===== src/lpc_pkg.sv =====
// constants and carrier types for the light/proximity configuration register block
package lpc_pkg;

    // ==========================================================
    // serial target addressing
    localparam logic [6:0] LPC_DEV_ADDR  = 7'h13;   // fixed seven-bit target address
    localparam logic [3:0] LPC_BYTE_BITS = 4'h8;    // bits in one serial byte
    localparam logic [3:0] LPC_LAST_BIT  = 4'h7;    // index of the last data bit

    // ==========================================================
    // register pointer values
    localparam logic [7:0] LPC_ADDR_ID   = 8'h81;   // product_revision_id
    localparam logic [7:0] LPC_ADDR_PROX = 8'h82;   // proximity_rate
    localparam logic [7:0] LPC_ADDR_LED  = 8'h83;   // emitter_current
    localparam logic [7:0] LPC_ADDR_ALS  = 8'h84;   // ambient_parameters
    localparam logic [7:0] LPC_UNMAPPED  = 8'h00;   // answer for any other pointer

    // ==========================================================
    // identity values, arbitrary neutral codes
    localparam logic [3:0] LPC_PRODUCT_ID  = 4'h9;  // arbitrary value
    localparam logic [3:0] LPC_REVISION_ID = 4'h4;  // arbitrary value
    localparam logic [1:0] LPC_INIT_PROG   = 2'h3;  // init_program_revision, arbitrary value

    // ==========================================================
    // field limits and reset values
    localparam logic [5:0] LPC_LED_MAX      = 6'h14;  // code 20 = 200 mA ceiling
    localparam logic [5:0] LPC_LED_RST      = 6'h02;  // 20 mA after reset
    localparam logic [2:0] LPC_PROX_RATE_RST = 3'h0;  // proximity rate code after reset
    localparam logic [2:0] LPC_ALS_RATE_RST  = 3'h0;  // ambient rate code after reset
    localparam logic [2:0] LPC_ALS_AVG_RST   = 3'h5;  // 32 conversions after reset
    localparam logic [7:0] LPC_CONV_ONE      = 8'h01; // single conversion

    // ==========================================================
    // carrier types, laid out as the register bytes
    typedef struct packed {
        logic       cont;       // continuous ambient conversion
        logic [2:0] rate;       // ambient sample rate code
        logic       offset_en;  // automatic offset compensation
        logic [2:0] avg;        // log2 of conversions per measurement
    } lpc_als_t;

    typedef struct packed {
        logic [1:0] init_program_revision; // read-only program revision
        logic [5:0] current;               // drive code, 10 mA per step
    } lpc_led_t;

    localparam lpc_als_t LPC_ALS_RST = '{cont: 1'b0, rate: LPC_ALS_RATE_RST,
                                         offset_en: 1'b1, avg: LPC_ALS_AVG_RST};

endpackage : lpc_pkg


===== src/lpc_config_regs.sv =====
// serial target and configuration registers of the light/proximity sensor
//
// Behaviour
// - The identification register reads a fixed product code in its upper nibble and revision in its lower.
// - The proximity rate register keeps a three-bit code choosing proximity measurements per second.
// - The LED current field sets emitter drive to its value times 10 mA, valid from 0 to 20.
// - The LED current field holds 2 (20 mA) after reset.
// - Codes above 20 drive the emitter at the 200 mA ceiling and never more.
// - The top two bits of the LED register report the init program revision and ignore writes.
// - While self-timed measurement runs, new LED or ambient settings wait until that mode is cycled.
// - Bit 7 of the ambient register enables continuous conversion and reads 0 after reset.
// - Offset compensation, on by default, makes each ambient measurement subtract a fresh offset.
// - The averaging field asks for two to the power of its value conversions, 1 up to 128.
// - The averaging field holds 101 (32 conversions) after reset.
// - The block answers as a serial target at seven-bit address 0010011 only.
`timescale 1ns/1ps
`default_nettype none

module lpc_config_regs (
    input  wire logic              CLOCK,          // 40 MHz system clock
    input  wire logic              RST_N,          // asynchronous reset, active low
    input  wire logic              SCL_IN,         // serial clock level
    input  wire logic              SDA_IN,         // serial data level
    output logic                   SDA_OUT,        // serial data drive value
    output logic                   SDA_OE,         // high while pulling data low
    input  wire logic              SELFTIMED_EN,   // self-timed sequencer running
    output logic [5:0]             LED_DRIVE,      // applied drive code, 10 mA steps
    output logic [2:0]             PROX_RATE,      // applied proximity rate code
    output lpc_pkg::lpc_als_t      ALS_ACTIVE,     // applied ambient parameters
    output logic [7:0]             ALS_AVG_COUNT   // conversions per ambient cycle
);
    import lpc_pkg::*;

    // ==========================================================
    // helpers
    typedef enum logic [8:0] {
        LPC_IDLE = 9'h001,
        LPC_ADDR = 9'h002,
        LPC_AACK = 9'h004,
        LPC_PTR  = 9'h008,
        LPC_PACK = 9'h010,
        LPC_WDAT = 9'h020,
        LPC_WACK = 9'h040,
        LPC_RDAT = 9'h080,
        LPC_RACK = 9'h100
    } lpc_state_t;

    // clamp keeps the emitter at its ceiling for oversize codes
    function automatic logic [5:0] led_clamp(input logic [5:0] code);
        led_clamp = (code > LPC_LED_MAX) ? LPC_LED_MAX : code;
    endfunction : led_clamp

    // power-of-two conversion count
    function automatic logic [7:0] conv_count(input logic [2:0] n);
        conv_count = LPC_CONV_ONE << n;
    endfunction : conv_count

    // read mux feeding the serial engine's read data
    function automatic logic [7:0] rd_byte(input logic [7:0] p, input logic [2:0] prox,
                                           input lpc_led_t led, input lpc_als_t als);
        case (p)
            LPC_ADDR_ID:   rd_byte = {LPC_PRODUCT_ID, LPC_REVISION_ID};
            LPC_ADDR_PROX: rd_byte = {5'h00, prox};
            LPC_ADDR_LED:  rd_byte = led;
            LPC_ADDR_ALS:  rd_byte = als;
            default:       rd_byte = LPC_UNMAPPED;
        endcase
    endfunction : rd_byte

    // ==========================================================
    // declarations
    lpc_state_t state;
    lpc_state_t next_state;
    logic       scl_q;
    logic       sda_q;
    logic [3:0] bit_cnt;
    logic [3:0] next_bit_cnt;
    logic [7:0] shift;
    logic [7:0] next_shift;
    logic [7:0] ptr;
    logic [7:0] next_ptr;
    logic       rw;
    logic       next_rw;
    logic       sda_oe;
    logic       next_sda_oe;
    logic       wr_stb;
    logic [7:0] wr_addr;
    logic [7:0] wr_data;
    logic       scl_rise;
    logic       scl_fall;
    logic       bus_start;
    logic       bus_stop;
    logic [7:0] rd_now;

    logic [2:0] prox_cfg;
    logic [2:0] next_prox_cfg;
    lpc_led_t   led_cfg;
    lpc_led_t   next_led_cfg;
    lpc_als_t   als_cfg;
    lpc_als_t   next_als_cfg;
    logic [5:0] next_led_drive;
    logic [2:0] next_prox_rate;
    lpc_als_t   next_als_active;
    logic [7:0] next_avg_count;

    // ==========================================================
    // bus condition decode from previous samples
    assign scl_rise  = SCL_IN & ~scl_q;
    assign scl_fall  = ~SCL_IN & scl_q;
    assign bus_start = SCL_IN & scl_q & sda_q & ~SDA_IN;
    assign bus_stop  = SCL_IN & scl_q & ~sda_q & SDA_IN;
    assign rd_now    = rd_byte(ptr, prox_cfg, led_cfg, als_cfg);

    // serial engine next state; data shifts in on rise and changes on fall
    always_comb begin
        next_state   = state;
        next_bit_cnt = bit_cnt;
        next_shift   = shift;
        next_ptr     = ptr;
        next_rw      = rw;
        next_sda_oe  = sda_oe;
        wr_stb       = 1'b0;
        wr_addr      = ptr;
        wr_data      = shift;
        if (bus_start) begin
            next_state   = LPC_ADDR;
            next_bit_cnt = 4'h0;
            next_sda_oe  = 1'b0;
        end else if (bus_stop) begin
            next_state  = LPC_IDLE;
            next_sda_oe = 1'b0;
        end else begin
            case (state)
                LPC_ADDR, LPC_PTR, LPC_WDAT: begin
                    if (scl_rise && bit_cnt != LPC_BYTE_BITS) begin
                        next_shift   = {shift[6:0], SDA_IN};
                        next_bit_cnt = bit_cnt + 4'h1;
                    end else if (scl_fall && bit_cnt == LPC_BYTE_BITS) begin
                        next_sda_oe = 1'b1; // acknowledge by pulling low
                        if (state == LPC_ADDR) begin
                            if (shift[7:1] == LPC_DEV_ADDR) begin
                                next_rw    = shift[0];
                                next_state = LPC_AACK;
                            end else begin
                                next_sda_oe = 1'b0; // not ours: stay silent
                                next_state  = LPC_IDLE;
                            end
                        end else if (state == LPC_PTR) begin
                            next_ptr   = shift;
                            next_state = LPC_PACK;
                        end else begin
                            wr_stb     = 1'b1;
                            next_ptr   = ptr + 8'h01;
                            next_state = LPC_WACK;
                        end
                    end
                end
                LPC_AACK, LPC_PACK, LPC_WACK: begin
                    if (scl_fall) begin
                        next_bit_cnt = 4'h0;
                        next_sda_oe  = 1'b0;
                        next_state   = LPC_WDAT;
                        if (state == LPC_AACK && !rw) begin
                            next_state = LPC_PTR;
                        end else if (state == LPC_AACK) begin
                            next_shift  = rd_now;
                            next_ptr    = ptr + 8'h01;
                            next_sda_oe = ~rd_now[7];
                            next_state  = LPC_RDAT;
                        end
                    end
                end
                LPC_RDAT: begin
                    if (scl_fall) begin
                        if (bit_cnt == LPC_LAST_BIT) begin
                            next_sda_oe = 1'b0; // hand data line to host for its ack
                            next_state  = LPC_RACK;
                        end else begin
                            next_shift   = {shift[6:0], 1'b0};
                            next_sda_oe  = ~shift[6];
                            next_bit_cnt = bit_cnt + 4'h1;
                        end
                    end
                end
                LPC_RACK: begin
                    if (scl_rise) begin
                        next_rw = SDA_IN; // reuse: high means host declined more data
                    end else if (scl_fall) begin
                        if (!rw) begin
                            next_shift   = rd_now;
                            next_ptr     = ptr + 8'h01;
                            next_sda_oe  = ~rd_now[7];
                            next_bit_cnt = 4'h0;
                            next_state   = LPC_RDAT;
                        end else begin
                            next_state = LPC_IDLE;
                        end
                    end
                end
                LPC_IDLE: next_state = LPC_IDLE;
                default:  next_state = LPC_IDLE;
            endcase
        end
    end

    // serial engine registers
    always_ff @(posedge CLOCK or negedge RST_N) begin
        if (!RST_N) begin
            state   <= LPC_IDLE;
            scl_q   <= 1'b1;
            sda_q   <= 1'b1;
            bit_cnt <= 4'h0;
            shift   <= 8'h00;
            ptr     <= 8'h00;
            rw      <= 1'b0;
            sda_oe  <= 1'b0;
            SDA_OE  <= 1'b0;
            SDA_OUT <= 1'b0;
        end else begin
            state   <= next_state;
            scl_q   <= SCL_IN;
            sda_q   <= SDA_IN;
            bit_cnt <= next_bit_cnt;
            shift   <= next_shift;
            ptr     <= next_ptr;
            rw      <= next_rw;
            sda_oe  <= next_sda_oe;
            SDA_OE  <= next_sda_oe;
            SDA_OUT <= 1'b0; // open drain: only ever pulls low
        end
    end

    // ==========================================================
    // configuration registers and applied settings
    // applied copies track the written ones only while self-timed mode is off,
    // so a running sequencer never sees a setting change under it
    always_comb begin
        next_prox_cfg   = prox_cfg;
        next_led_cfg    = led_cfg;
        next_als_cfg    = als_cfg;
        next_led_drive  = LED_DRIVE;
        next_prox_rate  = PROX_RATE;
        next_als_active = ALS_ACTIVE;
        if (wr_stb) begin
            case (wr_addr)
                LPC_ADDR_PROX: next_prox_cfg        = wr_data[2:0];
                LPC_ADDR_LED:  next_led_cfg.current = wr_data[5:0];
                LPC_ADDR_ALS:  next_als_cfg         = wr_data;
                default:       next_prox_cfg        = prox_cfg;      // read-only or unmapped
            endcase
        end
        if (!SELFTIMED_EN) begin
            next_led_drive  = led_clamp(led_cfg.current);
            next_prox_rate  = prox_cfg;
            next_als_active = als_cfg;
        end
        next_avg_count = conv_count(next_als_active.avg);
    end

    // configuration registers
    always_ff @(posedge CLOCK or negedge RST_N) begin
        if (!RST_N) begin
            prox_cfg      <= LPC_PROX_RATE_RST;
            led_cfg       <= '{init_program_revision: LPC_INIT_PROG, current: LPC_LED_RST};
            als_cfg       <= LPC_ALS_RST;
            LED_DRIVE     <= LPC_LED_RST;
            PROX_RATE     <= LPC_PROX_RATE_RST;
            ALS_ACTIVE    <= LPC_ALS_RST;
            ALS_AVG_COUNT <= conv_count(LPC_ALS_AVG_RST);
        end else begin
            prox_cfg      <= next_prox_cfg;
            led_cfg       <= next_led_cfg;
            als_cfg       <= next_als_cfg;
            LED_DRIVE     <= next_led_drive;
            PROX_RATE     <= next_prox_rate;
            ALS_ACTIVE    <= next_als_active;
            ALS_AVG_COUNT <= next_avg_count;
        end
    end
endmodule : lpc_config_regs

`default_nettype wire


===== config.mk =====
export PLATFORM = sky130hd
export DESIGN_NAME = lpc_config_regs
export DESIGN_NICKNAME = d
export VERILOG_FILES = /design/src/lpc_pkg.sv /design/src/lpc_config_regs.sv
export SDC_FILE = /design/constraint.sdc
export NUM_CORES = 1
export LEC_CHECK = 0
export BUFFER_PORTS_ARGS = -buffer_cell sky130_fd_sc_hd__buf_2
export CAP_MARGIN = 10
export CORE_ASPECT_RATIO = 1.2
export CORE_MARGIN = 4
export CORE_UTILIZATION = 40
export CTS_CLUSTER_SIZE = 28
export DETAILED_ROUTE_END_ITERATION = 10
export PLACE_DENSITY_LB_ADDON = 0.15
export SYNTH_ARGS = -nofsm -noshare
export SYNTH_HDL_FRONTEND = slang
export SYNTH_SLANG_ARGS = --single-unit

===== constraint.sdc =====
create_clock -name CLOCK -period 4.7 [get_ports CLOCK]
set_clock_uncertainty 0.2 [all_clocks]
set_input_delay 0.235 -clock CLOCK [delete_from_list [all_inputs] [get_ports CLOCK]]
set_output_delay 0.235 -clock CLOCK [all_outputs]
set_load 0.03 [all_outputs]

Word-level counts from Yosys, hierarchy flattened
Cells that the tools add are included.

cells by class
  eq/ne operators = 47
  multiplexer cells = 78
  add/sub/neg operators = 2
  div/mod/pow operators = 0
  shift operators = 1
  multiply operators = 0
  $lt $le $gt $ge = 1
  reduce and logical (&&, ||, !) cells = 20
  bitwise logic cells = 15

operator list
  operator                                                               number
  8-bit 2-to-1 mux                                                       22
  9-bit 2-to-1 mux                                                       10
  8-bit one-hot mux with 4 select lines                                  2
  4-bit 2-to-1 mux                                                       9
  4-bit inequality test, second input constant                           9
  9-bit one-hot mux with 4 select lines                                  1
  8-bit equality test, second input constant                             4
  2-bit inequality test, second input constant                           16
  1-bit 2-to-1 mux                                                       26
  8-bit one-hot mux with 3 select lines                                  1
  12-bit AND reduction                                                   2
  3-bit inequality test, second input constant                           7
  4-bit one-hot mux with 4 select lines                                  1
  8-bit AND reduction                                                    2
  9-bit by 2-bit equality test with 1-bit output, second input constant  1
  9-bit by 3-bit equality test with 1-bit output, second input constant  1
  9-bit by 4-bit equality test with 1-bit output, second input constant  1
  9-bit by 5-bit equality test with 1-bit output, second input constant  1
  9-bit by 6-bit equality test with 1-bit output, second input constant  1
  9-bit by 7-bit equality test with 1-bit output, second input constant  1
  9-bit by 8-bit equality test with 1-bit output, second input constant  1
  9-bit equality test, second input constant                             1
  9-bit AND reduction                                                    1
  8-bit by 1-bit adder with 8-bit output, second input constant          1
  other kinds (23)                                                       42

storage, ports and cells
  memory bits (writable) = 0
  logic and storage cells = 185
  bits in registers = 75
  latch bits = 0
  memories kept = 0
  memory bits (read-only) = 0

Depth between registers and ports, before layout
Gate-level depths: netlist of the first run.

  depth in word-level cells = 9
  gate-level depth with buffers = 9
  depth with buffers taken out = 8

Least setup slack after synthesis of the first run
No wires, ideal clock.

  path kind = register -> register
  from = register state[7]
  to = register shift[1]
  stages on the path, launching flop included = 9
  required time = 4375 ps
  slack = 2163 ps
  arrival time = 2213 ps
  clock period less this slack = 2537 ps
  path buffers = 2
  path through = dfrtp_1 buf_2 nor3_2 buf_4 and2_1 nand3_1 a211oi_2 nor3b_4 mux2_2

on the way
  word-level cells in the longest chain between the ends = 4

RTL lines
  item                                                                          line                                                                    text
  start, declared                                                               lpc_config_regs.sv:72                                                   lpc_state_t state;
  start signal, assigned                                                        lpc_config_regs.sv:220                                                  state <= next_state;
  9-bit by 3-bit equality test with 1-bit output, or another cell as far along  lpc_config_regs.sv:133, lpc_config_regs.sv:163, lpc_config_regs.sv:165
  3-bit OR reduction / 1-bit logical AND (equally long branches)                lpc_config_regs.sv:133, lpc_config_regs.sv:163
  4-bit nonzero test (no line) / 2-bit inequality test (equally long branches)  --
  12-bit AND reduction (no line)                                                --
  end signal, assigned                                                          lpc_config_regs.sv:224                                                  shift <= next_shift;
  end, declared                                                                 lpc_config_regs.sv:78                                                   logic [7:0] shift;

Parallel ways exist; a longest one is shown, timed or not.
A chain may end at the register's enable or synchronous reset.

Worst setup path in the final report of the first run
  from = register state[7]
  to = register shift[2]

Same word-level chain as after synthesis.

==> results by group, run 1 <==
Run
  • Max Cap Viol: 0

Timing
  • Unrepaired setup endpoints after global routing: no
  • Endpoints failing hold: 0
  • Fin worst setup slack: between 1500 and 2000 ps
  • Final max-slew violation count: 0
  • Fmax: around 320 MHz
  • Hold slack: 140 ps
  • Worst slew pin tran: roughly 1000 ps
  • Period minus WS final: about 3100 ps
  • Tcrit/Tclk final: about two thirds
  • Endpoints failing setup: 0
  • Total negative slack: 0 ps
  • Rel. slew slack: 34.5%

Cells and area
  • Share of cells above drive strength 1: 22.4%
  • Most common cell after layout, fill and taps aside: dfrtp_1
  • Storage cell area: roughly 1900 um2
  • Post-layout instance area: approximately 4500 um2
  • Multi-input logic area: roughly 1900 um2
  • FILL cells: about 960
  • Nets@finish: 425
  • Most frequent cells in the layout: dfrtp_1, nand2_1, nor2_1, mux2_2, buf_2
  • Area Growth Syn to Fin: 14.8%
  • N_diodes: 0

Die
  • Core area: between 9000 and 10,000 um2
  • Initial Util: about 41%
  • # IOs: 32
  • Chip width: a little under 100 um
  • FP Rows: 39
  • Total die area: ~11,000 um2
  • Die Ht: approximately 120 um

Global route
  • Largest net degree at the start of global routing: between 70 and 80
  • Initial antenna violation count: 0
  • Total gr overflow: 0
  • All-layer global routing usage: 16.5%
  • First-pass GRT wire length: roughly 15,000 um
  • Number of global-route vias before repair: slightly below 3,000

Run status
  • Status: complete, no violations

Detailed routing
  • Via/cell ratio: 5.54
  • TritonRoute pass-1 iters: 4
  • Detailed-route via count: roughly 3,000
  • Drc violations: 0
  • Wire per inst: between 15 and 20 um
  • Final wirelength: between 8000 and 9000 um
  • ANT nets after route: 0
  • Initial DRC Count: 150

Clock network
  • Bufs on Longest Clock Path: 2
  • TritonCTS clock tree: built
  • Worst-Skew Late Latency: between 300 and 400 ps
  • CTS Sinks: 75
  • Cts repair resizes: 0
  • CTS H-Tree Depth: 3
  • Reg clk slew, reported paths: 60 ps
  • Post-CTS setup buffers: 0
  • CTS Root Cell: clkbuf_16
  • TritonCTS Buffers: 9

Synthesis
  • Synth Flop Type: dfrtp_1
  • EDFF count, synth: 0
  • Mean Syn Cell Area: 10.1 um2
  • Share of the yosys chip area belonging to registers: just under 50%
  • Mapped Nets: ~400
  • Post-synthesis cell type count: 60
  • Yosys warns: 0
  • Ys async rst share: 100%
  • Synthesized instance count: a little under 400
  • Synthesized area: just under 4000 um2
  • #FFs+latches synth: 75

Setup path
  • Worst Path Max Fanout: 11
  • CP endpoint: shift[2]
  • CP startpoint: state[7]
  • R2r setup slk: 1550 ps
  • CP arrival: 3160 ps
  • Crit end category: flip-flop
  • Startpoint Class: flip-flop
  • Reg2Reg Capture Point: shift[2]
  • Crit Path Class: flip-flop to flip-flop
  • Worst reg2reg path depth: 6
  • Reg-to-reg startpoint: state[7]
  • Critical path data required time: approximately 4700 ps

Power
  • P per Cell Area: approximately 320 nW/um2
  • Pwr Total: ~1.5 mW
  • Pleak: ~2.1 nW
  • Peak supply drop: around 240 uV

Min path
  • Worst hold path class: input pin to flip-flop

Placement
  • Number of buffers added on ports: 30
  • Pre-CTS setup slack: between 1500 and 2000 ps
  • Dpl cell area: between 4000 and 5000 um2
  • GPL Wtd Cong: 0.918
  • Post-DP HPWL: 6210 um
-- where the power goes --
group          leakage, nW  switching (mW)  internal (mW)  total (mW)
clock network        0.159           0.253          0.493       0.746
logic                 1.01          0.0354         0.0150      0.0504
registers            0.979         0.00568          0.652       0.658
total                 2.15           0.294           1.16        1.45
-- how the worst min path moves through the flow --
stage / start / to / slack (ps) / cells after the start
after global placement: SCL_IN / scl_q / 190 / 1
after detailed placement: SCL_IN / scl_q / 190 / 1
after global routing: SELFTIMED_EN / LED_DRIVE[1] / 170 / 3
after floorplan: RST_N / ALS_ACTIVE[1] / -260 / 0
final: SELFTIMED_EN / LED_DRIVE[1] / 140 / 3
after CTS: SELFTIMED_EN / LED_DRIVE[1] / 140 / 3
-- stage by stage --
| step | std cells | util, % |
|---|---|---|
| 2_1_floorplan | 388 | - |
| 3_3_place_gp | 523 | 43.3 |
| 3_5_place_dp | 523 | 43.3 |
| 4_1_cts | 542 | 47.1 |
| 5_1_grt | 542 | 47.1 |
| 6_report | 542 | 47.1 |
-- per-layer routing --
metal,vias to the layer above,GRT usage (%),share of wire [%]
li1,1453,-,-
met1,1473,20.6,44
met2,61,27.0,50
met3,17,3.17,3.8
met4,0,9.02,2.1
met5,-,0,0
-- flip-flops by register name (all words and copies together) (netlist names) --
signal	flops
ALS_AVG_COUNT	8
scl_q	1
ptr	8
state	9
shift	8
LED_DRIVE	6
sda_q	1
PROX_RATE	3
led_cfg	6
prox_cfg	3
als_cfg	8
ALS_ACTIVE	8
bit_cnt	4
rw	1
sda_oe	1
-- worst max-delay path, cell delays in order, from the launching register on --
cell and delay [ps]:
dfrtp_1 460, nor3_2 500, o2111ai_1 280, o21a_1 190
a211oi_2 490, nor3b_4 520, mux2_2 390
-- logic make-up (layout without fill, tap and decap cells) --
kind of cell               count (synthesis)  count (layout)  share of synthesized area (%)
xor gates and xnor gates                   4               4                          0.893
and+or+nand+nor                          143             143                           19.7
AOI/OAI and AO/OA                         85              85                           13.8
adders and majority gates                  6               6                           1.91
buffers and inverters                     31              62                           3.45
other                                      1               1                         0.0956
DFF                                       75              75                           48.2
muxes                                     43              43                           11.9
-- synthesized netlist by cell type, types with 4 or more instances --
master     n  share of area, %
dfrtp_1   63                40
nand2_1   36               3.4
mux2_2    30               8.6
nor2_1    30               2.9
a21oi_1   26               3.3
o21ai_0   20               2.6
nand3_1   16               2.0
inv_1     13               1.2
mux2i_1   13               3.3
nor3_1    13               1.7
dfstp_2   12               8.0
clkbuf_1   8              0.77
o31ai_1    7               1.3
buf_2      6              0.77
ha_1       6               1.9
nand2b_1   6              0.96
nor2b_1    6              0.96
a22o_1     4              0.89
and2_1     4              0.64
nand4_1    4              0.64
o21a_1     4              0.77
xor2_1     4              0.89
-- layout make-up --
class	count	share of cell area [%]
clock inverter	4	1.61
timing repair buffer	33	4.06
sequential	75	42.0
clock buffer	12	5.70
inverter	13	1.08
multi-input combinational	282	42.1
tap	123	3.42
-- repair_timing --
item / CTS / global route
hold endpoints to repair: 65 / 0
endpoints found under the setup margin: 0 / 0
hold buffers: 3 / 0
No activity file was read; power rests on OpenSTA's default activity.
==> inputs of run 2 (changes only) <==
- clock period: 4.7 -> 2.7 ns (I/O delays scaled with it)
==> run 2 against run 1 <==
Sequential share of layout area decreased by 2.3 points. Wire length increased by 9.1%. First-iteration DRC count decreased by 29%. Critical endpoint is now shift[5]. Maximum frequency increased by 20%. Combinational power increased by 94%. Worst hold slack got worse by 100 ps. Final cell count increased by 6.1%. Register-to-register slack got worse by 1500 ps. Critical path type unchanged.
==> results by group, run 2 (synthesis results as in run 1) <==
Power
  • Peak supply drop: 336 uV (was 239 uV)
  • Clock power share: 46.8% (was 51.3%)
  • Int Power: 1.79 mW (was 1.16 mW)
  • Pleak: 2.29 nW (was 2.15 nW)
  • Sw frac: 23.5% (was 20.2%)
  • P per Cell Area: 491 nW/um2 (was 323 nW/um2)
  • Reg power frac: 49.0% (was 45.2%)
  • Comb power frac: 4.2% (was 3.5%)
  • P_sw: 0.548 mW (was 0.294 mW)

Setup path
  • CP arrival: 2640 ps (was 3160 ps)
  • Levels on crit path: 8 (was 6)
  • Reg-to-reg startpoint: state[2] (was state[7])
  • CP Cell Sequence: and2b_1 > buf_4 > o2111ai_1 > o21a_1 > a211oi_2 > nor3b_4 > buf_12 > mux2_2 (was nor3_2 > o2111ai_1 > o21a_1 > a211oi_2 > nor3b_4 > mux2_2)
  • R2r setup slk: 70 ps (was 1550 ps)
  • Startpoint Class: flip-flop (unchanged)
  • Reg2Reg Capture Point: shift[5] (was shift[2])
  • WP buf/inv: 2 (was 0)
  • Critical path data required time: 2710 ps (was 4710 ps)
  • CP max stage delay: 520 ps (about the same)
  • Slowest-stage cell, CP: dfrtp_1 (was nor3b_4)
  • CP endpoint: shift[5] (was shift[2])
  • Crit path max-delay family: compound AO/OA/AOI/OAI gates (was simple AND/OR/NAND/NOR gates)
  • Worst Path Max Fanout: 8 (was 11)
  • Crit Path Class: flip-flop to flip-flop (unchanged)
  • CP startpoint: state[2] (was state[7])
  • Worst reg2reg path depth: 8 (was 6)
  • Crit end category: flip-flop (unchanged)

Cells and area
  • Area Growth Syn to Fin: 21.3% (was 14.8%)
  • N_diodes: 0 (unchanged)
  • Max reg flops: 9 (unchanged)
  • Storage cell area: 1890 um2 (about the same)
  • Post-Layout Cell Count: 575 (was 542)
  • Most frequent cells in the layout: dfrtp_1, nand2_1, buf_4, nor2_1, mux2_2 (was dfrtp_1, nand2_1, nor2_1, mux2_2, buf_2)
  • Most common cell after layout, fill and taps aside: dfrtp_1 (unchanged)
  • Share of cells above drive strength 1: 29.0% (was 22.4%)
  • FILL cells: 941 (was 957)
  • Nets@finish: 458 (was 425)
  • Multi-input logic area: 1940 um2 (was 1890 um2)
  • Post-route core utilization: 49.8% (was 47.1%)
  • Register bank with the most flops: state (unchanged)

Clock network
  • Worst-Skew Late Latency: 330 ps (about the same)
  • Bufs on Longest Clock Path: 2 (unchanged)
  • TritonCTS Buffers: 9 (unchanged)
  • CTS H-Tree Depth: 3 (unchanged)
  • CTS Root Cell: clkbuf_16 (unchanged)
  • TritonCTS clock tree: built (unchanged)
  • CTS Sinks: 75 (unchanged)
  • Reg clk slew, reported paths: 60 ps (about the same)

Die
  • Core area: 9560 um2 (unchanged)
  • Total die area: 11,500 um2 (unchanged)
  • Initial Util: 41.0% (unchanged)
  • # IOs: 32 (unchanged)
  • Die Ht: 116 um (unchanged)
  • FP Rows: 39 (unchanged)
  • Chip width: 98.4 um (unchanged)

Global route
  • Total gr overflow: 0 (unchanged)
  • All-layer global routing usage: 17.5% (was 16.5%)
  • Initial antenna violation count: 0 (unchanged)
  • Largest net degree at the start of global routing: 76 (unchanged)
  • Number of global-route vias before repair: 3,141 (was 2,951)
  • First-pass GRT wire length: 15,800 um (was 14,900 um)

Detailed routing
  • Drc violations: 0 (unchanged)
  • Final wirelength: 9650 um (was 8840 um)
  • Via/cell ratio: 5.39 (was 5.54)
  • ANT nets after route: 0 (unchanged)
  • Initial DRC Count: 107 (was 150)
  • Detailed-route via count: 3,098 (was 3,004)
  • Wire per inst: 16.8 um (was 16.3 um)
  • TritonRoute pass-1 iters: 5 (was 4)

Timing
  • Final max-slew violation count: 0 (unchanged)
  • Fin worst setup slack: 71.1 ps (was 1550 ps)
  • Endpoints failing setup: 0 (unchanged)
  • Tcrit/Tclk final: 97.4% (was 67.0%)
  • Worst slew pin tran: 936 ps (was 978 ps)
  • Rel. slew slack: 37.6% (was 34.5%)
  • Endpoints failing hold: 0 (unchanged)
  • Fmax: 380 MHz (was 318 MHz)
  • Period minus WS final: 2630 ps (was 3150 ps)

Placement
  • Number of buffers added on ports: 30 (unchanged)
  • Placed cells: 552 (was 523)
  • Pre-CTS setup slack: -108 ps (was 1540 ps)
  • GPL Wtd Cong: 0.874 (was 0.918)
  • Post-DP HPWL: 6830 um (was 6210 um)

Run
  • Max Cap Viol: 0 (unchanged)

Run status
  • Status: complete, no violations (unchanged)

Min path
  • Worst hold path class: input pin to flip-flop (unchanged)
==> run 2: final cells by class <==
cell class / count / area share (%)
Multi-Input combinational cell: 283 / 40.9
Inverter: 13 / 1.03
Tap cell: 123 / 3.23
Clock buffer: 10 / 4.81
Clock inverter: 6 / 0.868
Timing Repair Buffer: 65 / 9.41
Sequential cell: 75 / 39.8
==> run 2: worst register-to-register path, delay by kind of cell (launching register included) <==
family	cells	cell delay (ps)
mux	1	330
compound gates	3	710
buf+inv	2	290
simple gates	2	480
flops	1	520
==> run 2: through the flow <==
stage	cell area, um2	power [mW]	setup TNS, ps	hold WS, ps
after floorplan	3920	1.21	0	-361
after global placement	4360	1.26	-1040	88.0
after detailed placement	4360	1.26	-774	88.2
after CTS	4690	2.37	0	28.2
final	4760	2.34	0	40.1
after global routing	4760	2.43	-32.7	96.5
==> run 2: worst min path at each step <==
stage / from / endpoint / cells past startpoint
5_1_grt: SELFTIMED_EN / LED_DRIVE[1] / 3
3_3_place_gp: SCL_IN / scl_q / 1
4_1_cts: SELFTIMED_EN / LED_DRIVE[1] / 3
2_1_floorplan: RST_N / ALS_ACTIVE[1] / 0
3_5_place_dp: SCL_IN / scl_q / 1
6_report: SELFTIMED_EN / LED_DRIVE[1] / 3
==> run 2: layer usage <==
| metal | GRT usage (%) | wire, um | vias to the layer above | part of all wire (%) |
|---|---|---|---|---|
| met2 | 29.9 | 4840 | 62 | 50 |
| met4 | 7.83 | 247 | 0 | 2.6 |
| li1 | - | - | 1519 | - |
| met1 | 21.8 | 4240 | 1497 | 44 |
| met5 | 0 | 0 | - | 0 |
| met3 | 3.23 | 322 | 20 | 3.3 |
==> run 2: power groups by stage <==
stage               Combinational, mW  Clock, mW  Sequential [mW]
global placement               0.0956          0             1.16
detailed placement             0.0961          0             1.16
CTS                             0.100       1.13             1.14
global route                    0.110       1.18             1.14
finish                         0.0980       1.09             1.14
floorplan                      0.0467          0             1.17
==> run 2: repair_timing <==
| item | in CTS | in global routing |
|---|---|---|
| gates cloned | 0 | 1 |
| setup buffers | 2 | 1 |
| setup endpoints to repair | 14 | 11 |
| hold buffers | 3 | 0 |
| gates resized for setup | 1 | 7 |
| pin swaps | 0 | 2 |
| hold endpoints to repair | 67 | 0 |
